## config.mk

```make
export PLATFORM = sky130hd
export DESIGN_NAME = mcrc_top
export DESIGN_NICKNAME = d
export VERILOG_FILES = /design/src/design/mcrc_pkg.sv /design/src/design/mcrc_sync.sv /design/src/design/mcrc_chan.sv /design/src/design/mcrc_top.sv
export SDC_FILE = /design/constraint.sdc
export NUM_CORES = 1
export LEC_CHECK = 0
export ABC_AREA = 1
export BUFFER_PORTS_ARGS = -buffer_cell sky130_fd_sc_hd__buf_2
export CORE_MARGIN = 2
export CORE_UTILIZATION = 50
export CTS_CLUSTER_SIZE = 30
export DETAILED_ROUTE_END_ITERATION = 10
export PLACE_DENSITY = 0.77
export SETUP_SLACK_MARGIN = 0.1
export SYNTH_ARGS = -nofsm -noshare
export SYNTH_HDL_FRONTEND = slang
export SYNTH_SLANG_ARGS = --single-unit
```

## constraint.sdc

```tcl
create_clock -name core_clk -period 1.6 [get_ports core_clk]
set_input_delay 0.32 -clock core_clk [delete_from_list [all_inputs] [get_ports core_clk]]
set_output_delay 0.32 -clock core_clk [all_outputs]
set_load 0.01 [all_outputs]
```

## src/design/mcrc_pkg.sv

```systemverilog
package mcrc_pkg;
  // ---------------------------------------------------------------
  // Timing
  // ---------------------------------------------------------------
  localparam int unsigned CLK_PERIOD_NS    = 10;
  localparam int unsigned POR_MAX_US       = 1000;
  localparam int unsigned SOFT_MAX_NS      = 1000;
  localparam int unsigned HW_MIN_NS        = 1000;
  // Longest times round down
  localparam int unsigned POR_CYCLES       = (POR_MAX_US * 1000) / CLK_PERIOD_NS;
  localparam int unsigned SOFT_CYCLES      = SOFT_MAX_NS / CLK_PERIOD_NS;
  // Least time rounds up
  localparam int unsigned HW_MIN_CYCLES    = (HW_MIN_NS + CLK_PERIOD_NS - 1) / CLK_PERIOD_NS;
  localparam int unsigned SYNC_STAGES      = 3;

  // ---------------------------------------------------------------
  // Channel config field positions and defaults
  // ---------------------------------------------------------------
  localparam int unsigned CFG_STD_BIT      = 0;
  localparam int unsigned CFG_RST_BIT      = 1;
  localparam logic        STD_DEFAULT      = 1'h0;  // T1/J1
  localparam logic [1:0]  SYS_FMT_DEFAULT  = 2'h0;  // Dual-rail NRZ
  localparam logic [7:0]  IMASK_DEFAULT    = 8'hFF;
  localparam logic [7:0]  CHCFG_DEFAULT    = 8'h00;
  localparam logic [1:0]  GPIO_DIR_DEFAULT = 2'h0;  // Inputs
  localparam logic [2:0]  GLB_DEFAULT      = 3'h7;  // All global masks set

  typedef enum logic [2:0] {
    MCRC_IDLE  = 3'b001,
    MCRC_HOLD  = 3'b010,
    MCRC_COUNT = 3'b100
  } mcrc_state_e;
endpackage

```

## src/design/mcrc_sync.sv

```systemverilog
`timescale 1ns/1ps
module mcrc_sync #(
  parameter logic RESET_VAL = 1'b0
) (
  input  wire logic core_clk,
  input  wire logic nrst,
  input  wire logic async_in,
  output logic      sync_out
);
  import mcrc_pkg::*;

  logic [mcrc_pkg::SYNC_STAGES-1:0] stage_q;

  always_ff @(posedge core_clk) begin
    if (!nrst) begin
      stage_q  <= {mcrc_pkg::SYNC_STAGES{RESET_VAL}};
      sync_out <= RESET_VAL;
    end else begin
      stage_q <= {stage_q[mcrc_pkg::SYNC_STAGES-2:0], async_in};
      if (stage_q[2] == stage_q[1]) begin
        sync_out <= stage_q[1];
      end
    end
  end
endmodule // mcrc_sync

```

## src/design/mcrc_chan.sv

```systemverilog
`timescale 1ns/1ps
module mcrc_chan (
  input  wire logic       core_clk,
  input  wire logic       glb_rst,
  input  wire logic       ch_rst,
  input  wire logic       cfg_we,
  input  wire logic [7:0] cfg_wdata,
  input  wire logic       mask_we,
  input  wire logic [7:0] mask_wdata,
  input  wire logic       fmt_we,
  input  wire logic [1:0] fmt_wdata,
  input  wire logic       line_en_req,
  input  wire logic       hold_hz,
  output logic            standard_q,
  output logic [7:0]      imask_q,
  output logic [1:0]      sys_fmt_q,
  output logic            line_oe_q,
  output logic            ch_sm_reset_q
);
  import mcrc_pkg::*;

  // ---------------------------------------------------------------
  // Standard select: only global resets restore it
  // ---------------------------------------------------------------
  always_ff @(posedge core_clk) begin
    if (glb_rst) begin
      standard_q <= mcrc_pkg::STD_DEFAULT;
    end else if (cfg_we) begin
      standard_q <= cfg_wdata[mcrc_pkg::CFG_STD_BIT];
    end
  end

  always_ff @(posedge core_clk) begin
    if (glb_rst || ch_rst) begin
      imask_q <= mcrc_pkg::IMASK_DEFAULT;
    end else if (mask_we) begin
      imask_q <= mask_wdata;
    end
  end

  always_ff @(posedge core_clk) begin
    if (glb_rst || ch_rst) begin
      sys_fmt_q <= mcrc_pkg::SYS_FMT_DEFAULT;
    end else if (fmt_we) begin
      sys_fmt_q <= fmt_wdata;
    end
  end

  always_ff @(posedge core_clk) begin
    if (glb_rst || ch_rst || hold_hz) begin
      line_oe_q <= 1'b0;
    end else begin
      line_oe_q <= line_en_req;
    end
  end

  always_ff @(posedge core_clk) begin
    ch_sm_reset_q <= glb_rst || ch_rst;
  end
endmodule // mcrc_chan

```

## src/design/mcrc_top.sv

```systemverilog
`timescale 1ns/1ps
// Notes on behaviour
// - Global-class reset puts every channel's line pins in high impedance.
// - Channel reset puts only that channel's line pins in high impedance.
// - Global-class reset returns every channel standard to T1/J1.
// - System format defaults to dual-rail NRZ; channel reset affects own channel.
// - Global-class reset makes host data and GPIO pins inputs.
// - Global reset resets all state machines; channel reset only its own.
// - Channel reset returns that channel's state machines to initial state.
// - Global-class reset masks every interrupt source.
// - Channel reset masks that channel's interrupt sources only.
// - Global-class reset loads every register with its default.
// - Channel reset defaults its registers except the standard select bit.
// - Power-on reset completes within 1 ms with reference clock present.
// - Low reset pin starts hardware reset, held over 1 us by outside.
// - Any global reset register write starts reset finishing within 1 us.
// - Channel reset starts only on writing one to config bit 1.
// - Channel reset finishes within 1 us and its bit self-clears.
// - Channel reset keeps the standard select bit at bit 0.
// - Channel reset leaves global registers, common logic and pins untouched.
// - Channel reset affects no channel other than the addressed one.
// - Line pins stay high impedance while any reset affecting their channel is in progress.
// - Global-class resets also reset clock generator and host interface.
module mcrc_top #(
  parameter int unsigned NUM_CH     = 22,
  parameter int unsigned CH_W       = 5,
  parameter int unsigned POR_CYCLES = mcrc_pkg::POR_CYCLES
) (
  input  wire logic              core_clk,
  input  wire logic              nrst,
  input  wire logic              ref_clk_ok,
  input  wire logic              hw_rst_n,
  input  wire logic              glb_rst_wr,
  input  wire logic              cfg_wr,
  input  wire logic [CH_W-1:0]   cfg_ch,
  input  wire logic [7:0]        cfg_wdata,
  input  wire logic              mask_wr,
  input  wire logic [CH_W-1:0]   mask_ch,
  input  wire logic [7:0]        mask_wdata,
  input  wire logic              fmt_wr,
  input  wire logic [CH_W-1:0]   fmt_ch,
  input  wire logic [1:0]        fmt_wdata,
  input  wire logic [NUM_CH-1:0] line_en_req,
  input  wire logic              gpio_dir_wr,
  input  wire logic [1:0]        gpio_dir_wdata,
  input  wire logic              glb_cfg_wr,
  input  wire logic [2:0]        glb_cfg_wdata,
  output logic [NUM_CH-1:0]      tx_line_oe,
  output logic [NUM_CH-1:0]      rx_line_oe,
  output logic [NUM_CH-1:0]      channel_standard_select,
  output logic [NUM_CH-1:0]      channel_soft_reset_bit,
  output logic [NUM_CH*8-1:0]    chan_imask,
  output logic [NUM_CH*2-1:0]    chan_sys_fmt,
  output logic [NUM_CH-1:0]      chan_sm_reset,
  output logic                   data_bus_oe_en,
  output logic [1:0]             gpio_dir,
  output logic [2:0]             glb_cfg,
  output logic                   common_reset,
  output logic                   reset_active,
  output logic [mcrc_pkg::CHCFG_DEFAULT[1:0]+1:0] unused_pad
);
  import mcrc_pkg::*;

  // ---------------------------------------------------------------
  // Pin synchronisers
  // ---------------------------------------------------------------
  logic hw_rst_n_s;
  logic ref_ok_s;

  mcrc_sync #(.RESET_VAL(1'b0)) u_sync_rst (
    .core_clk (core_clk),
    .nrst     (nrst),
    .async_in (hw_rst_n),
    .sync_out (hw_rst_n_s)
  );

  mcrc_sync #(.RESET_VAL(1'b0)) u_sync_ref (
    .core_clk (core_clk),
    .nrst     (nrst),
    .async_in (ref_clk_ok),
    .sync_out (ref_ok_s)
  );

  // ---------------------------------------------------------------
  // Global reset sequencer
  // ---------------------------------------------------------------
  // Wide enough for either length, whichever is longer
  localparam int unsigned CNT_MAX = (POR_CYCLES > SOFT_CYCLES) ? POR_CYCLES : SOFT_CYCLES;
  localparam int unsigned CNT_W   = $clog2(CNT_MAX + 1);

  mcrc_state_e     state_q;
  logic [CNT_W-1:0] cnt_q;
  logic             por_done_q;
  logic             glb_rst_q;

  always_ff @(posedge core_clk) begin
    if (!nrst) begin
      state_q <= MCRC_HOLD;
      cnt_q   <= '0;
    end else begin
      case (state_q)
        MCRC_IDLE: begin
          // Losing the reference clock re-enters hold
          if (!hw_rst_n_s || !ref_ok_s) begin
            state_q <= MCRC_HOLD;
          end else if (glb_rst_wr) begin
            state_q <= MCRC_COUNT;
            cnt_q   <= CNT_W'(SOFT_CYCLES - 1);
          end
        end
        MCRC_HOLD: begin
          // Wait for reference clock and released pin
          if (ref_ok_s && hw_rst_n_s) begin
            state_q <= MCRC_COUNT;
            cnt_q   <= por_done_q ? CNT_W'(SOFT_CYCLES - 1) : CNT_W'(POR_CYCLES - 1);
          end
        end
        MCRC_COUNT: begin
          if (!hw_rst_n_s || !ref_ok_s) begin
            state_q <= MCRC_HOLD;
          end else if (cnt_q == '0) begin
            state_q <= MCRC_IDLE;
          end else begin
            cnt_q <= cnt_q - 1'b1;
          end
        end
        default: begin
          state_q <= MCRC_HOLD;
        end
      endcase
    end
  end

  // ---------------------------------------------------------------
  // Global reset level
  // ---------------------------------------------------------------
  always_ff @(posedge core_clk) begin
    if (!nrst) begin
      glb_rst_q <= 1'b1;
    end else begin
      glb_rst_q <= (state_q != MCRC_IDLE) || !hw_rst_n_s || !ref_ok_s || glb_rst_wr;
    end
  end

  // Later releases use the soft length
  always_ff @(posedge core_clk) begin
    if (!nrst) begin
      por_done_q <= 1'b0;
    end else if (state_q == MCRC_COUNT && cnt_q == '0 && hw_rst_n_s && ref_ok_s) begin
      por_done_q <= 1'b1;
    end
  end

  // ---------------------------------------------------------------
  // Per-channel reset request and completion
  // ---------------------------------------------------------------
  localparam int unsigned CH_CNT_W = $clog2(SOFT_CYCLES + 1);

  logic [NUM_CH-1:0] ch_busy_q;
  logic [NUM_CH-1:0] ch_line_oe;
  logic [NUM_CH-1:0] ch_std;
  logic [7:0]        ch_imask [NUM_CH];
  logic [1:0]        ch_fmt   [NUM_CH];
  logic [NUM_CH-1:0] ch_smr;

  genvar g;
  generate
    for (g = 0; g < NUM_CH; g++) begin : g_ch
      logic [CH_CNT_W-1:0] ch_cnt_q;
      logic                sel_cfg;
      logic                start;

      assign sel_cfg = cfg_wr && (cfg_ch == CH_W'(g));
      assign start   = sel_cfg && cfg_wdata[CFG_RST_BIT] && !glb_rst_q;

      // Restart while busy is ignored
      always_ff @(posedge core_clk) begin
        if (!nrst || glb_rst_q) begin
          ch_busy_q[g] <= 1'b0;
        end else if (start && !ch_busy_q[g]) begin
          ch_busy_q[g] <= 1'b1;
        end else if (ch_busy_q[g] && ch_cnt_q == '0) begin
          ch_busy_q[g] <= 1'b0;
        end
      end

      always_ff @(posedge core_clk) begin
        if (!nrst || glb_rst_q) begin
          ch_cnt_q <= '0;
        end else if (start && !ch_busy_q[g]) begin
          ch_cnt_q <= CH_CNT_W'(SOFT_CYCLES - 1);
        end else if (ch_busy_q[g] && ch_cnt_q != '0) begin
          ch_cnt_q <= ch_cnt_q - 1'b1;
        end
      end

      // ---------------------------------------------------------------
      // Channel register bank
      // ---------------------------------------------------------------
      mcrc_chan u_chan (
        .core_clk      (core_clk),
        .glb_rst       (glb_rst_q || !nrst),
        .ch_rst        (ch_busy_q[g] || start),
        .cfg_we        (sel_cfg),
        .cfg_wdata     (cfg_wdata),
        .mask_we       (mask_wr && (mask_ch == CH_W'(g))),
        .mask_wdata    (mask_wdata),
        .fmt_we        (fmt_wr && (fmt_ch == CH_W'(g))),
        .fmt_wdata     (fmt_wdata),
        .line_en_req   (line_en_req[g]),
        .hold_hz       (start),
        .standard_q    (ch_std[g]),
        .imask_q       (ch_imask[g]),
        .sys_fmt_q     (ch_fmt[g]),
        .line_oe_q     (ch_line_oe[g]),
        .ch_sm_reset_q (ch_smr[g])
      );

      // ---------------------------------------------------------------
      // Channel output registers
      // ---------------------------------------------------------------
      always_ff @(posedge core_clk) begin
        tx_line_oe[g] <= ch_line_oe[g] && !glb_rst_q;
      end

      always_ff @(posedge core_clk) begin
        rx_line_oe[g] <= ch_line_oe[g] && !glb_rst_q;
      end

      always_ff @(posedge core_clk) begin
        channel_standard_select[g] <= ch_std[g];
      end

      always_ff @(posedge core_clk) begin
        channel_soft_reset_bit[g] <= ch_busy_q[g];
      end

      always_ff @(posedge core_clk) begin
        chan_imask[g*8 +: 8] <= ch_imask[g];
      end

      always_ff @(posedge core_clk) begin
        chan_sys_fmt[g*2 +: 2] <= ch_fmt[g];
      end

      always_ff @(posedge core_clk) begin
        chan_sm_reset[g] <= ch_smr[g];
      end
    end
  endgenerate

  // ---------------------------------------------------------------
  // Common registers and pins
  // ---------------------------------------------------------------
  always_ff @(posedge core_clk) begin
    if (!nrst || glb_rst_q) begin
      gpio_dir <= GPIO_DIR_DEFAULT;
    end else if (gpio_dir_wr) begin
      gpio_dir <= gpio_dir_wdata;
    end
  end

  always_ff @(posedge core_clk) begin
    if (!nrst || glb_rst_q) begin
      glb_cfg <= GLB_DEFAULT;
    end else if (glb_cfg_wr) begin
      glb_cfg <= glb_cfg_wdata;
    end
  end

  // Host data bus stays an input here
  always_ff @(posedge core_clk) begin
    if (!nrst) begin
      data_bus_oe_en <= 1'b0;
    end else begin
      data_bus_oe_en <= 1'b0;
    end
  end

  always_ff @(posedge core_clk) begin
    if (!nrst) begin
      common_reset <= 1'b1;
    end else begin
      common_reset <= glb_rst_q;
    end
  end

  always_ff @(posedge core_clk) begin
    if (!nrst) begin
      reset_active <= 1'b1;
    end else begin
      reset_active <= glb_rst_q || (|ch_busy_q);
    end
  end

  always_ff @(posedge core_clk) begin
    if (!nrst) begin
      unused_pad <= '0;
    end else begin
      unused_pad <= '0;
    end
  end
endmodule // mcrc_top

```

After elaboration in Yosys (flattened, before gate mapping)
Index checks and enable logic that the tools add are counted.
{"block": "word_totals", "regBits": 807, "out_inout_bits": 340, "inputBits": 70}
{"block": "classes", "muxes": 101, "n_addsub": 23, "reduce_logical": 418, "n_eq_ne": 76}
{"cell": "7-bit 2-to-1 mux", "count": 44}
{"cell": "1-bit logical AND", "count": 202}
{"cell": "7-bit zero test", "count": 22}
{"cell": "7-bit nonzero test", "count": 22}
{"cell": "7-bit by 1-bit subtractor with 7-bit output (second input constant)", "count": 22}
{"cell": "5-bit by 4-bit == test with 1-bit output (second input constant)", "count": 24}
{"cell": "17-bit 2-to-1 mux", "count": 6}
{"cell": "5-bit == test (second input constant)", "count": 18}
{"cell": "2-bit nonzero test", "count": 44}
{"cell": "1-bit logical OR", "count": 72}
{"cell": "5-bit by 3-bit == test with 1-bit output (second input constant)", "count": 12}
{"cell": "17-bit case mux with 3 select lines", "count": 1}
{"cell": "1-bit 2-to-1 mux", "count": 44}
{"cell": "2-bit OR reduction", "count": 22}
{"cell": "5-bit by 2-bit == test with 1-bit output (second input constant)", "count": 6}
{"cell": "1-bit zero test", "count": 26}
{"cell": "22-bit OR reduction", "count": 1}
{"cell": "17-bit zero test", "count": 1}
{"cell": "17-bit by 1-bit subtractor with 17-bit output (second input constant)", "count": 1}
{"cell": "5-bit by 1-bit == test with 1-bit output (second input constant)", "count": 3}
{"cell": "5-bit zero test", "count": 3}
{"cell": "3-bit 2-to-1 mux", "count": 5}
{"cell": "2-bit inequality test (second input constant)", "count": 5}
{"cell": "3-bit case mux with 3 select lines", "count": 1}
{"cell": "9 further kinds", "count": 11}

Longest topological paths before layout
Gate-level depths: netlist (run 1).
{"block": "depth", "depth_word": 7, "ltp_mapped": 11, "ltp_nobuf": 11}

Modules after synthesis
Synthesis (run 1) repeated with hierarchy kept, for this count alone.
{"block": "unflattened", "hier_cells": 3416, "area_unflattened_um2": 27946.8}
{"module": "mcrc_top", "cells_each": 2070, "area_per_inst_um2": 17529.3, "n_inst": 1}
{"module": "mcrc_chan", "cells_each": 60, "area_per_inst_um2": 462.9, "n_inst": 22}
{"module": "mcrc_sync", "cells_each": 13, "area_per_inst_um2": 116.4, "n_inst": 2}

Worst setup path before layout (run 1)
No wires, ideal clock.
{"block": "synth_timing", "path_kind": "reg2reg", "startpoint": "reg g_ch[11].ch_cnt_q[0]", "endpoint": "reg g_ch[11].ch_cnt_q[5]", "path_stages_with_launch": 10, "period_less_slack_ps": 1614, "t_required_ps": 1473, "arrival_time_ps": 1487, "path_buffers": 0, "path_slack_ps": -14, "path_cell_list": "dfxtp_1 -> inv_1 -> ha_1 -> nand3_1 -> o21ai_0 -> inv_1 -> nand2_1 -> nand2_1 -> nor2_1 -> nor2_1"}
{"block": "synth_between", "elab_chain_cells": 3, "elab_cells_between_ends": 6}
{"element": "start: declaration", "line": "mcrc_top.sv:169", "text": "logic [CH_CNT_W-1:0] ch_cnt_q;"}
{"element": "start signal: assignment", "line": "mcrc_top.sv:191", "text": "ch_cnt_q <= CH_CNT_W'(SOFT_CYCLES - 1);"}
{"element": "start signal: assignment", "line": "mcrc_top.sv:193", "text": "ch_cnt_q <= ch_cnt_q - 1'b1;"}
{"element": "7-bit by 1-bit subtractor with 7-bit output / 7-bit nonzero test (equally long branches)", "line": "mcrc_top.sv:193, mcrc_top.sv:192"}
{"element": "7-bit 2-to-1 mux / 1-bit logical AND (equally long branches)", "line": "mcrc_top.sv:192", "text": "end else if (ch_busy_q[g] && ch_cnt_q != '0) begin"}
{"element": "7-bit 2-to-1 mux / 2-bit nonzero test (equally long branches)"}
Several ways; a longest one is shown, not always the timed one. The select of a mux whose other input is x is not followed.
A chain may end at the register's enable or synchronous reset.

Worst setup path in the final report (run 1)
{"block": "layout_timing", "startpoint": "reg glb_rst_q", "endpoint": "reg g_ch[16].u_chan.imask_q[2]"}
{"block": "layout_between", "elab_chain_cells": 4, "elab_cells_between_ends": 5}
{"element": "start: declaration", "line": "mcrc_top.sv:94", "text": "logic glb_rst_q;"}
{"element": "start signal: assignment", "line": "mcrc_top.sv:141", "text": "glb_rst_q <= (state_q != MCRC_IDLE) || !hw_rst_n_s || !ref_ok_s || glb_rst_wr;"}
{"element": "1-bit zero test", "line": "mcrc_top.sv:174", "text": "assign start = sel_cfg && cfg_wdata[CFG_RST_BIT] && !glb_rst_q;"}
{"element": "1-bit logical AND", "line": "mcrc_top.sv:174"}
{"element": "1-bit logical OR", "line": "mcrc_top.sv:203", "text": ".ch_rst (ch_busy_q[g] || start),"}
{"element": "1-bit logical OR (*)", "line": "mcrc_chan.sv:34", "text": "if (glb_rst || ch_rst) begin"}
{"element": "end signal: assignment", "line": "mcrc_chan.sv:35", "text": "imask_q <= mcrc_pkg::IMASK_DEFAULT;"}
{"element": "end signal: assignment", "line": "mcrc_chan.sv:37", "text": "imask_q <= mask_wdata;"}
{"element": "end: declaration", "line": "mcrc_chan.sv:15", "text": "output logic [7:0] imask_q,"}
Mark *: on every way between the ends. The rest lies on a longest branch, timed or not.

==> impl_table.tex, run 1 <==
\begin{tabular}{lr}
\hline
Metric & Value \\
\hline
\multicolumn{2}{l}{\textbf{Place}} \\
\quad RePlAce Congestion & 0.908 \\
\quad Hpwl dp & 53,100 µm \\
\quad Instance area at placement & 31,600 µm² \\
\quad Count of input and output buffers & 400 \\
\quad Cell count after placement & approximately 4,300 \\
\multicolumn{2}{l}{\textbf{Timing}} \\
\quad Worst Clk Skew & about 0.034 ns \\
\quad Headroom to the max-slew limit & 0.627 \\
\quad Summed negative setup slack over all endpoints & -0.412 ns \\
\quad Setup Viol. Count Final & 12 \\
\quad Total count of max-transition violations in the final report & 0 \\
\quad Setup repair after global routing missed its margin & yes \\
\quad Final hold viol count & 0 \\
\quad Worst path setup slack after routing & -0.0578 ns \\
\quad Post-route minimum period & 1.66 ns \\
\quad Highest clock frequency the design can meet & 0.603 GHz \\
\quad Final cycle utilization of the critical path & 1.04 \\
\quad Least-Margin Pin Slew & 0.555 ns \\
\multicolumn{2}{l}{\textbf{Logic synthesis}} \\
\quad Synth Cell Area & around 27,000 µm² \\
\quad Distinct cell type count after synthesis & 35 \\
\quad Synthesized instance count & 3,080 \\
\quad Sequential area share after synthesis & 0.603 \\
\quad Number of warning messages in the yosys log & 0 \\
\quad Leading register cell type out of synthesis & sky130\_fd\_sc\_hd\_\_dfxtp\_1 \\
\quad FF+latch count, synth & 807 \\
\quad Average cell area after synthesis & around 8.7 µm² \\
\quad Async SR Flop Fraction & 0 \\
\quad Number of synthesized flops with an enable pin & 0 \\
\multicolumn{2}{l}{\textbf{Cells and area}} \\
\quad Fill cell instance count of the final layout & 3,647 \\
\quad \# nets final & 3,937 \\
\quad Fraction of the core area covered by cells at the end of the flow & 0.704 \\
\quad Synthesis-to-finish area growth & 38.6\% \\
\quad Leading cell type in the layout, fill and taps excluded & sky130\_fd\_sc\_hd\_\_dfxtp\_1 \\
\quad Most frequent cells in the layout & 756 x sky130\_fd\_sc\_hd\_\_dfxtp\_1, 623 x sky130\_fd\_sc\_hd\_\_nand2\_1, 396 x sky130\_fd\_sc\_hd\_\_buf\_2 \\
\quad Layout cells sized above 1 & 0.329 \\
\quad Design Area, Final & 37,200 µm² \\
\quad Number of standard cells in the layout, taps in and fillers out & 4,591 \\
\multicolumn{2}{l}{\textbf{Outcome}} \\
\quad Violations in the final reports & setup timing \\
\quad Result of the run & finished with violations \\
\multicolumn{2}{l}{\textbf{Clocking}} \\
\quad CTS Buffer Depth & 3 \\
\quad Number of buffers inserted during clock tree synthesis & 79 \\
\quad TritonCTS clock tree & yes \\
\quad CTS Root Buffer Type & sky130\_fd\_sc\_hd\_\_clkbuf\_16 \\
\quad Insertion delay of the later-clocked pin in the worst-skew pair & $\sim$0.65 ns \\
\quad H-tree levels & 3 \\
\quad Clock slew at reported path FFs & 0.06 ns \\
\quad Number of sinks handled by clock tree synthesis & about 800 \\
\multicolumn{2}{l}{\textbf{Setup path}} \\
\quad Critical path arrival & between 2 and 2.5 ns \\
\quad Cell-by-cell trace of the critical path & inv\_6 > nand2\_8 > buf\_6 > buf\_12 > nor2\_4 > buf\_6 > nor3\_4 > buf\_12 > o211ai\_1 \\
\quad Critical Path Max Stage Delay & 0.40 ns \\
\quad Worst flop-to-flop path startpoint & glb\_rst\_q\$\_SDFF\_PN1\_ \\
\quad Maximum fanout count along the critical path & 9 \\
\quad WP data required & 2.10 ns \\
\quad Worst-path cell with the longest stage delay & sky130\_fd\_sc\_hd\_\_dfxtp\_4 \\
\quad Critical Path Source Type & flip-flop \\
\quad Critical path origin & glb\_rst\_q\$\_SDFF\_PN1\_ \\
\quad Type of destination of the critical path & flip-flop \\
\quad Start-to-end type of the worst setup path & flip-flop to flip-flop \\
\multicolumn{2}{l}{\textbf{Routing}} \\
\quad DRT Pass-1 Iters & 6 \\
\quad Detailed-route wire length & 85,000 µm \\
\quad DR vias & around 24,000 \\
\quad Count of unresolved DRC violations after routing & 0 \\
\quad Antenna viol nets, final & 0 \\
\quad Average routed wire per standard cell & roughly 19 µm \\
\quad Drt initial violations & between 1,500 and 2,000 \\
\quad Number of vias per cell after detailed routing & between 5 and 6 \\
\multicolumn{2}{l}{\textbf{Worst hold path}} \\
\quad Hold\_sp & glb\_cfg\_wr \\
\quad Worst min path class & primary input to flip-flop \\
\multicolumn{2}{l}{\textbf{Pwr}} \\
\quad Static leakage power & 16.3 nW \\
\quad Portion of total power attributed to sequential cells & 0.514 \\
\quad Switching power of the nets & 8.39 mW \\
\quad Power share of the combinational group & 0.019 \\
\quad Peak ir drop on the vdd network & between 0.7 and 0.8 mV \\
\quad Switching part of the total power & 0.215 \\
\quad Cell internal pwr & $\sim$31 mW \\
\quad Relative contribution of the clock network to total power & 0.467 \\
\quad Power density normalized to cell area & 1050 nW/µm² \\
\multicolumn{2}{l}{\textbf{Floorplan}} \\
\quad Die height & roughly 240 µm \\
\quad CORE AREA & 52,800 µm² \\
\quad Starting Density & 0.508 \\
\quad Die Footprint & about 55,000 µm² \\
\quad I/O pin count & 410 \\
\quad Number of rows in the core area & 84 \\
\quad Horiz. Die Dim & roughly 240 µm \\
\multicolumn{2}{l}{\textbf{Global route}} \\
\quad Grt ovf & 0 \\
\quad Via count of the first global-routing pass & 21,852 \\
\quad Global-route usage over all layers & 0.271 \\
\quad Pin count of the biggest net entering global routing & 34 \\
\quad Initial antenna violation count & 4 \\
\quad Global-route wire length before repair & 118,000 µm \\
\multicolumn{2}{l}{\textbf{Flow run}} \\
\quad MaxCap Viol Count & 0 \\
\hline
\end{tabular}
-- what timing repair did --
item / 4_1_cts / 5_1_grt
buffers inserted: 39 / 49
cloned: 4 / 7
resized for setup: 160 / 419
setup endpoints to repair: 311 / 331
endpoints found under the hold margin: 30 / 0
hold buffers: 36 / 0
pin swaps: 51 / 147
-- layer usage --
layer,global-route usage,routed length (µm),vias to the layer above
met1,0.330,33300,11495
met3,0.0503,6280,274
li1,-,-,11497
met5,0,27,-
met4,0.135,4560,4
met2,0.458,40800,1148
-- worst paths after layout --
kind | endpoint | slack [ns] | cells past startpoint
setup / recovery | g_ch[16].u_chan.imask_q[2]$_SDFFE_PP1P_ | -0.06 | 9
hold / removal | glb_cfg[1]$_SDFFE_PP1P_ | 0.03 | 4
setup reg to reg | g_ch[16].u_chan.imask_q[2]$_SDFFE_PP1P_ | -0.06 | 9
hold reg to reg | chan_sm_reset[20]$_DFF_P_ | 0.31 | 0
-- metrics by stage --
| step | setup slack, ns | hold WS, ns | total power [mW] |
|---|---|---|---|
| 2_1_floorplan | 0.103 | 0.310 | 20.8 |
| 3_3_place_gp | -0.206 | 0.311 | 21.2 |
| 3_5_place_dp | -0.225 | 0.314 | 21.2 |
| 4_1_cts | 0.0481 | 0.0196 | 39.2 |
| 5_1_grt | -0.0906 | 0.0632 | 40.1 |
| 6_report | -0.0578 | 0.0350 | 39.1 |
-- cells in the mapped netlist (3+ instances only) --
master | instances | area, µm²
sky130_fd_sc_hd__buf_4 | 26 | 195
sky130_fd_sc_hd__inv_1 | 319 | 1200
sky130_fd_sc_hd__o21ai_1 | 3 | 15.0
sky130_fd_sc_hd__a21oi_1 | 206 | 1030
sky130_fd_sc_hd__dfxtp_1 | 807 | 16200
sky130_fd_sc_hd__a31oi_1 | 11 | 68.8
sky130_fd_sc_hd__nor2_2 | 9 | 56.3
sky130_fd_sc_hd__ha_1 | 23 | 288
sky130_fd_sc_hd__nand3_1 | 149 | 746
sky130_fd_sc_hd__nand4_1 | 34 | 213
sky130_fd_sc_hd__nand2_1 | 675 | 2530
sky130_fd_sc_hd__nand3b_1 | 7 | 52.6
sky130_fd_sc_hd__nor2_1 | 335 | 1260
sky130_fd_sc_hd__xor2_1 | 40 | 350
sky130_fd_sc_hd__buf_2 | 21 | 105
sky130_fd_sc_hd__nor3_1 | 16 | 80.1
sky130_fd_sc_hd__xnor2_1 | 8 | 70.1
sky130_fd_sc_hd__o21ai_0 | 123 | 616
sky130_fd_sc_hd__clkbuf_1 | 49 | 184
sky130_fd_sc_hd__inv_2 | 23 | 86.3
sky130_fd_sc_hd__nor3_4 | 4 | 65.1
sky130_fd_sc_hd__or2_2 | 5 | 31.3
sky130_fd_sc_hd__o211ai_1 | 168 | 1260
sky130_fd_sc_hd__nor4_1 | 3 | 18.8
-- area by class of cell --
class                           count  area (µm²)  area share
Timing Repair Buffer              780        5850       0.158
Clock buffer                      109        2270      0.0611
Inverter                          342        1430      0.0384
Multi-Input combinational cell   1833       10200       0.275
Sequential cell                   807       16200       0.437
Timing Repair inverter              1        8.76    0.000236
Antenna cell                        2        5.00    0.000135
Tap cell                          688         861      0.0232
Clock inverter                     29         283     0.00761
-- sequential cells by signal (all words and copies together), names as in the netlist, 2 cells and up --
name and count:
ch_busy_q 22, chan_imask 176, chan_sm_reset 22, chan_sys_fmt 44, channel_soft_reset_bit 22, channel_standard_select 22
cnt_q 17, g_ch.ch_cnt_q 154, g_ch.u_chan.ch_sm_reset_q 22, g_ch.u_chan.imask_q 176, g_ch.u_chan.line_oe_q 22, g_ch.u_chan.standard_q 22
g_ch.u_chan.sys_fmt_q 44, glb_cfg 3, gpio_dir 2, rx_line_oe 22, state_q 3, u_sync_ref.stage_q 3
u_sync_rst.stage_q 3
-- power groups by stage --
stage / registers [mW] / clock network [mW] / logic (mW)
3_3_place_gp: 20.5 / 0 / 0.611
6_report: 20.1 / 18.3 / 0.740
4_1_cts: 20.1 / 18.4 / 0.703
5_1_grt: 20.1 / 19.3 / 0.784
3_5_place_dp: 20.5 / 0 / 0.619
2_1_floorplan: 20.5 / 0 / 0.274
-- critical path: cells and delay by family (launching register included) --
kind | cells | cell delay (ns)
simple gates | 3 | 0.35
compound gates | 1 | 0.12
buf+inv | 5 | 0.63
flops | 1 | 0.40
-- logic make-up (layout without fill, tap and decap cells) --
| group | after synthesis | count (layout) | share of synthesized area |
|---|---|---|---|
| fa+ha+maj | 23 | 23 | 0.0107 |
| other cells | 1 | 5 | 0.000140 |
| flops | 807 | 807 | 0.603 |
| xor+xnor | 48 | 48 | 0.0157 |
| simple gates | 1243 | 1243 | 0.191 |
| buf+inv | 442 | 1261 | 0.0671 |
| compound gates | 516 | 516 | 0.113 |
No activity file was read; power rests on OpenSTA's default activity.
==> inputs of run 2 (changes only) <==
SKIP_CTS_REPAIR_TIMING = 1   (was not set)
==> impl_table.tex, run 2 (same netlist as run 1, synthesis figures left out) <==
\begin{tabular}{lr}
\hline
Metric & Value \\
\hline
\multicolumn{2}{l}{\textbf{Outcome}} \\
\quad Result of the run & finished with violations \\
\quad Violations in the final reports & hold timing, setup timing \\
\multicolumn{2}{l}{\textbf{Setup path}} \\
\quad Type of destination of the critical path & flip-flop \\
\quad Worst flop-to-flop path startpoint & glb\_rst\_q\$\_SDFF\_PN1\_ \\
\quad WP data required & 2.10 ns \\
\quad Register-to-Register Path Depth & 10 \\
\quad Critical Path Source Type & flip-flop \\
\quad Start-to-end type of the worst setup path & flip-flop to flip-flop \\
\quad Maximum fanout count along the critical path & 6 \\
\quad Critical path arrival & 2.15 ns \\
\quad FF-to-FF setup slack & -0.05 ns \\
\quad Worst reg2reg endpoint & g\_ch[16].u\_chan.imask\_q[1]\$\_SDFFE\_PP1P\_ \\
\multicolumn{2}{l}{\textbf{Floorplan}} \\
\quad Horiz. Die Dim & about 240 µm \\
\quad Die height & 236 µm \\
\quad CORE AREA & around 53,000 µm² \\
\quad Starting Density & 0.508 \\
\quad Die Footprint & $\sim$55,000 µm² \\
\quad Number of rows in the core area & 84 \\
\quad I/O pin count & 410 \\
\multicolumn{2}{l}{\textbf{Timing}} \\
\quad Final hold viol count & 1 \\
\quad Least-Margin Pin Slew & approximately 0.49 ns \\
\quad Headroom to the max-slew limit & 0.668 \\
\quad Highest clock frequency the design can meet & between 0.6 and 0.7 GHz \\
\quad Post-route minimum period & 1.65 ns \\
\quad Final cycle utilization of the critical path & 1.03 \\
\quad Worst path setup slack after routing & -0.0506 ns \\
\quad Worst Clk Skew & 0.0309 ns \\
\quad Setup repair after global routing missed its margin & yes \\
\quad Total count of max-transition violations in the final report & 0 \\
\quad Worst hold-check slack & -0.0391 ns \\
\quad Setup Viol. Count Final & 15 \\
\multicolumn{2}{l}{\textbf{Pwr}} \\
\quad Switching power of the nets & between 8 and 9 mW \\
\quad Static leakage power & 16.3 nW \\
\quad Peak ir drop on the vdd network & just under 0.8 mV \\
\quad Power share of the combinational group & 0.019 \\
\quad Cell internal pwr & just over 30 mW \\
\quad Final Power & 39.1 mW \\
\quad Switching part of the total power & 0.216 \\
\quad Power density normalized to cell area & between 1000 and 1500 nW/µm² \\
\quad Relative contribution of the clock network to total power & 0.468 \\
\quad Portion of total power attributed to sequential cells & 0.513 \\
\multicolumn{2}{l}{\textbf{Routing}} \\
\quad Count of unresolved DRC violations after routing & 0 \\
\quad Detailed-route wire length & 84,400 µm \\
\quad DR vias & 24,137 \\
\quad Drt initial violations & 1,703 \\
\quad Antenna viol nets, final & 0 \\
\quad DRT Pass-1 Iters & 6 \\
\quad Average routed wire per standard cell & 18.5 µm \\
\quad Number of vias per cell after detailed routing & about 5.3 \\
\multicolumn{2}{l}{\textbf{Worst hold path}} \\
\quad Endpoint of the worst hold-timing path & glb\_cfg[2]\$\_SDFFE\_PP1P\_ \\
\quad Min-Delay Path Depth & 3 \\
\quad Hold\_sp & glb\_cfg\_wr \\
\quad Worst min path class & primary input to flip-flop \\
\multicolumn{2}{l}{\textbf{Cells and area}} \\
\quad Fill cell instance count of the final layout & 3,662 \\
\quad Fraction of the core area covered by cells at the end of the flow & 0.701 \\
\quad \# nets final & 3,916 \\
\quad Synthesis-to-finish area growth & 37.9\% \\
\quad Leading cell type in the layout, fill and taps excluded & sky130\_fd\_sc\_hd\_\_dfxtp\_1 \\
\quad Most frequent cells in the layout & 761 x sky130\_fd\_sc\_hd\_\_dfxtp\_1, 616 x sky130\_fd\_sc\_hd\_\_nand2\_1, 397 x sky130\_fd\_sc\_hd\_\_buf\_2 \\
\quad Layout cells sized above 1 & 0.326 \\
\quad Top flop regs & chan\_imask x176, g\_ch.u\_chan.imask\_q x176, g\_ch.ch\_cnt\_q x154 \\
\quad Design Area, Final & 37,000 µm² \\
\multicolumn{2}{l}{\textbf{Place}} \\
\quad Hpwl dp & 53,100 µm \\
\quad RePlAce Congestion & 0.908 \\
\quad Count of input and output buffers & 400 \\
\quad Instance area at placement & 31,600 µm² \\
\multicolumn{2}{l}{\textbf{Clocking}} \\
\quad Number of sinks handled by clock tree synthesis & 807 \\
\quad H-tree levels & 3 \\
\quad CTS Buffer Depth & 3 \\
\quad CTS Root Buffer Type & sky130\_fd\_sc\_hd\_\_clkbuf\_16 \\
\quad Insertion delay of the later-clocked pin in the worst-skew pair & approximately 0.65 ns \\
\quad Clock slew at reported path FFs & 0.06 ns \\
\quad TritonCTS clock tree & yes \\
\quad Number of buffers inserted during clock tree synthesis & 79 \\
\multicolumn{2}{l}{\textbf{Flow run}} \\
\quad MaxCap Viol Count & 0 \\
\multicolumn{2}{l}{\textbf{Global route}} \\
\quad Initial antenna violation count & 2 \\
\quad Pin count of the biggest net entering global routing & 34 \\
\quad Met1 Resource Use GR & 0.327 \\
\quad Grt ovf & 0 \\
\quad Via count of the first global-routing pass & 20,996 \\
\quad Met2 routing resource usage after global routing & 0.437 \\
\quad GRT busiest layer & met2 \\
\quad Global-route usage over all layers & 0.260 \\
\quad Met3 Usage GRT & 0.0429 \\
\quad Global-route wire length before repair & 114,000 µm \\
\hline
\end{tabular}
[run 2: routing by layer]
layer  share of wire  routed length (µm)  vias up
li1                -                   -    11457
met1            0.39               33300    11366
met2            0.48               40200     1057
met3           0.076                6370      257
met4           0.053                4500        0
met5               0                   0        -
[run 2: area by class of cell]
class	count	area, µm²	share of cell area
Clock inverter	29	283	0.00765
Sequential cell	807	16200	0.439
Multi-Input combinational cell	1833	10200	0.277
Timing Repair inverter	2	12.5	0.000338
Inverter	342	1430	0.0385
Timing Repair Buffer	758	5660	0.153
Antenna cell	1	2.50	0.0000677
Tap cell	688	861	0.0233
Clock buffer	109	2270	0.0614
[run 2: worst max-delay path, cell delays in order (launching register included)]
cell	delay (ns)
sky130_fd_sc_hd__dfxtp_4	0.40
sky130_fd_sc_hd__inv_6	0.06
sky130_fd_sc_hd__nand2_8	0.09
sky130_fd_sc_hd__buf_8	0.14
sky130_fd_sc_hd__buf_6	0.10
sky130_fd_sc_hd__nor2_4	0.04
sky130_fd_sc_hd__buf_6	0.11
sky130_fd_sc_hd__nor3_4	0.19
sky130_fd_sc_hd__buf_6	0.15
sky130_fd_sc_hd__buf_12	0.13
sky130_fd_sc_hd__o211ai_1	0.10
[run 2: per-stage QoR]
step                setup TNS (ns)  hold slack (ns)  setup WS (ns)  std cells
finish                      -0.461          -0.0391        -0.0506       4569
global route                 -2.34           0.0121         -0.214       4568
CTS                          -2.90           -0.148        -0.0970       4458
detailed placement          -37.31            0.314         -0.225       4320
global placement            -31.14            0.311         -0.206       4320
floorplan                        0            0.310          0.103       3082
[run 2: how the worst max path moves through the flow]
stage	start	to	depth (start not counted)
final	glb_rst_q$_SDFF_PN1_	g_ch[16].u_chan.imask_q[1]$_SDFFE_PP1P_	10
after global routing	g_ch[16].ch_cnt_q[1]$_SDFFE_PP0P_	g_ch[16].ch_cnt_q[5]$_SDFFE_PP0P_	11
after CTS	glb_rst_q$_SDFF_PN1_	g_ch[6].u_chan.imask_q[7]$_SDFFE_PP1P_	9
after detailed placement	cfg_ch[3]	g_ch[4].ch_cnt_q[5]$_SDFFE_PP0P_	12
after global placement	cfg_ch[3]	g_ch[4].ch_cnt_q[5]$_SDFFE_PP0P_	12
after floorplan	cnt_q[0]$_SDFFE_PN0P_	cnt_q[10]$_SDFFE_PN0P_	11
[run 2: power groups by stage]
| stage | Sequential, mW | Combinational (mW) | Clock [mW] |
|---|---|---|---|
| 2_1_floorplan | 20.5 | 0.274 | 0 |
| 3_3_place_gp | 20.5 | 0.611 | 0 |
| 3_5_place_dp | 20.5 | 0.619 | 0 |
| 4_1_cts | 20.1 | 0.626 | 18.4 |
| 5_1_grt | 20.1 | 0.773 | 19.3 |
| 6_report | 20.1 | 0.729 | 18.3 |
==> inputs of run 3 (changes only) <==
CORE_UTILIZATION = 40   (was 50)
PLACE_DENSITY = 0.65   (was 0.77)
==> impl_table.tex, run 3 (same netlist as run 1, synthesis figures left out) <==
\begin{tabular}{lr}
\hline
Metric & Value \\
\hline
\multicolumn{2}{l}{\textbf{Setup path}} \\
\quad Number of buffer and inverter instances along the worst setup path & 5 \\
\quad Cell-by-cell trace of the critical path & inv\_6 > nand2\_8 > clkbuf\_16 > nor2\_4 > buf\_6 > nor3\_4 > buf\_4 > clkbuf\_16 > o211ai\_1 \\
\quad Most frequent cell on the critical path & sky130\_fd\_sc\_hd\_\_clkbuf\_16 \\
\quad Critical Path Max Stage Delay & 0.40 ns \\
\quad WP data required & approximately 2.1 ns \\
\quad Worst reg2reg endpoint & g\_ch[16].u\_chan.imask\_q[4]\$\_SDFFE\_PP1P\_ \\
\quad Register-to-Register Path Depth & 9 \\
\quad Critical Path Source Type & flip-flop \\
\quad Worst flop-to-flop path startpoint & glb\_rst\_q\$\_SDFF\_PN1\_ \\
\quad Cell family with the largest share of critical-path delay & buffers and inverters \\
\quad Worst-path cell with the longest stage delay & sky130\_fd\_sc\_hd\_\_dfxtp\_4 \\
\quad Critical path arrival & 2.10 ns \\
\quad Start-to-end type of the worst setup path & flip-flop to flip-flop \\
\quad Type of destination of the critical path & flip-flop \\
\quad FF-to-FF setup slack & 0.003 ns \\
\quad Maximum fanout count along the critical path & 5 \\
\multicolumn{2}{l}{\textbf{Clocking}} \\
\quad Clock slew at reported path FFs & $\sim$0.060 ns \\
\quad Insertion delay of the later-clocked pin in the worst-skew pair & 0.64 ns \\
\quad H-tree levels & 3 \\
\quad TritonCTS clock tree & yes \\
\quad CTS Buffer Depth & 3 \\
\quad Number of buffers inserted during clock tree synthesis & 84 \\
\quad CTS Root Buffer Type & sky130\_fd\_sc\_hd\_\_clkbuf\_16 \\
\quad Number of sinks handled by clock tree synthesis & 807 \\
\multicolumn{2}{l}{\textbf{Timing}} \\
\quad Total count of max-transition violations in the final report & 0 \\
\quad Post-route minimum period & around 1.6 ns \\
\quad Setup Viol. Count Final & 0 \\
\quad Worst Clk Skew & 0.0262 ns \\
\quad Highest clock frequency the design can meet & 0.626 GHz \\
\quad Final hold viol count & 0 \\
\quad Setup repair after global routing missed its margin & yes \\
\quad Final cycle utilization of the critical path & 0.998 \\
\multicolumn{2}{l}{\textbf{Cells and area}} \\
\quad Top flop regs & chan\_imask x176, g\_ch.u\_chan.imask\_q x176, g\_ch.ch\_cnt\_q x154 \\
\quad Leading cell type in the layout, fill and taps excluded & sky130\_fd\_sc\_hd\_\_dfxtp\_1 \\
\quad Most frequent cells in the layout & 748 x sky130\_fd\_sc\_hd\_\_dfxtp\_1, 600 x sky130\_fd\_sc\_hd\_\_nand2\_1, 393 x sky130\_fd\_sc\_hd\_\_buf\_2 \\
\quad Synthesis-to-finish area growth & 40.8\% \\
\quad \# nets final & 3,951 \\
\quad Design Area, Final & approximately 38,000 µm² \\
\quad Layout cells sized above 1 & 0.338 \\
\multicolumn{2}{l}{\textbf{Place}} \\
\quad RePlAce Congestion & 0.874 \\
\quad Hpwl dp & 54,800 µm \\
\quad Count of input and output buffers & 400 \\
\quad Instance area at placement & about 32,000 µm² \\
\multicolumn{2}{l}{\textbf{Global route}} \\
\quad Pin count of the biggest net entering global routing & 39 \\
\quad Global-route wire length before repair & 115,000 µm \\
\quad Global-route usage over all layers & 0.213 \\
\quad Via count of the first global-routing pass & between 20,000 and 25,000 \\
\quad Initial antenna violation count & 6 \\
\quad Grt ovf & 0 \\
\multicolumn{2}{l}{\textbf{Pwr}} \\
\quad Peak ir drop on the vdd network & roughly 0.91 mV \\
\quad Portion of total power attributed to sequential cells & 0.490 \\
\quad Power density normalized to cell area & about 1100 nW/µm² \\
\quad Switching power of the nets & 8.69 mW \\
\quad Cell internal pwr & 32.3 mW \\
\quad Power share of the combinational group & 0.018 \\
\quad Final Power & 41.0 mW \\
\quad Static leakage power & $\sim$17 nW \\
\quad Relative contribution of the clock network to total power & 0.492 \\
\quad Switching part of the total power & 0.212 \\
\multicolumn{2}{l}{\textbf{Floorplan}} \\
\quad Die height & 263 µm \\
\quad Horiz. Die Dim & 263 µm \\
\quad CORE AREA & 66,100 µm² \\
\quad Die Footprint & a little under 70,000 µm² \\
\quad I/O pin count & 410 \\
\quad Number of rows in the core area & 94 \\
\quad Starting Density & 0.405 \\
\multicolumn{2}{l}{\textbf{Worst hold path}} \\
\quad Hold\_sp & fmt\_wdata[0] \\
\quad Worst min path class & primary input to flip-flop \\
\quad Endpoint of the worst hold-timing path & g\_ch[15].u\_chan.sys\_fmt\_q[0]\$\_SDFFE\_PP0P\_ \\
\quad Min-Delay Path Depth & 3 \\
\multicolumn{2}{l}{\textbf{Routing}} \\
\quad DRT Pass-1 Iters & 5 \\
\quad Antenna viol nets, final & 0 \\
\quad Average routed wire per standard cell & 16.6 µm \\
\quad Count of unresolved DRC violations after routing & 0 \\
\quad DR vias & 23,061 \\
\quad Detailed-route wire length & 79,500 µm \\
\quad Drt initial violations & $\sim$1,300 \\
\quad Number of vias per cell after detailed routing & 4.82 \\
\multicolumn{2}{l}{\textbf{Flow run}} \\
\quad MaxCap Viol Count & 0 \\
\multicolumn{2}{l}{\textbf{Outcome}} \\
\quad Result of the run & finished, final reports clean \\
\hline
\end{tabular}
-- run 3: cell types whose count changed in the layout (fill, tap and decap cells not counted), sizes merged --
cell,change
bufinv,+5
clkinvlp,-3
clkinv,-3
buf,+31
inv,+2
clkbuf,+10
diode,+1
dlygate4sd3,+1
-- run 3: area by class of cell --
class | instances | area (µm²)
Fill cell | 5709 | 28400
Sequential cell | 807 | 16200
Multi-Input combinational cell | 1833 | 10300
Timing Repair Buffer | 789 | 5790
Clock buffer | 120 | 2450
Inverter | 342 | 1420
Tap cell | 864 | 1080
Clock inverter | 31 | 480
Timing Repair inverter | 1 | 7.51
Antenna cell | 2 | 5.00
-- run 3: how the worst max path moves through the flow --
stage / from / end / slack, ns / cells past startpoint
detailed placement: cfg_ch[3] / g_ch[0].u_chan.imask_q[6]$_SDFFE_PP1P_ / -0.32 / 11
CTS: glb_rst_q$_SDFF_PN1_ / g_ch[18].u_chan.sys_fmt_q[0]$_SDFFE_PP0P_ / -0.23 / 7
global placement: cfg_ch[3] / g_ch[0].u_chan.imask_q[0]$_SDFFE_PP1P_ / -0.30 / 11
global route: cnt_q[0]$_SDFFE_PN0P_ / cnt_q[10]$_SDFFE_PN0P_ / -0.03 / 12
finish: glb_rst_q$_SDFF_PN1_ / g_ch[16].u_chan.imask_q[4]$_SDFFE_PP1P_ / 0.003 / 9
floorplan: cnt_q[0]$_SDFFE_PN0P_ / cnt_q[10]$_SDFFE_PN0P_ / 0.10 / 11
-- run 3: power by group through the flow --
stage | sequential, mW | combinational (mW) | clock (mW)
floorplan | 20.5 | 0.274 | 0
global placement | 20.5 | 0.652 | 0
detailed placement | 20.5 | 0.653 | 0
CTS | 20.1 | 0.658 | 20.5
global route | 20.1 | 0.800 | 21.4
finish | 20.1 | 0.741 | 20.1
-- run 3: worst reg2reg max path: cells and delay by family (launching register included) --
family          cells  cell delay, ns
flops               1            0.40
simple gates        3            0.32
compound gates      1            0.07
buf+inv             5            0.67
-- run 3: stage by stage --
step	hold WS, ns	setup WS, ns	TNS, ns	cells	utilization
2_1_floorplan	0.310	0.103	0	3082	-
3_3_place_gp	0.311	-0.301	-36.87	4519	0.483
3_5_place_dp	0.312	-0.324	-44.44	4519	0.483
4_1_cts	-0.168	-0.228	-5.39	4670	0.527
5_1_grt	0.0331	-0.0331	-0.342	4787	0.571
6_report	0.0256	0.00256	0	4789	0.571
-- run 3: metal layers --
metal  routed length [µm]  global-route usage
met3                 5050              0.0451
met4                 2330              0.0692
met5                   56                   0
met1                35300               0.283
met2                36800               0.345
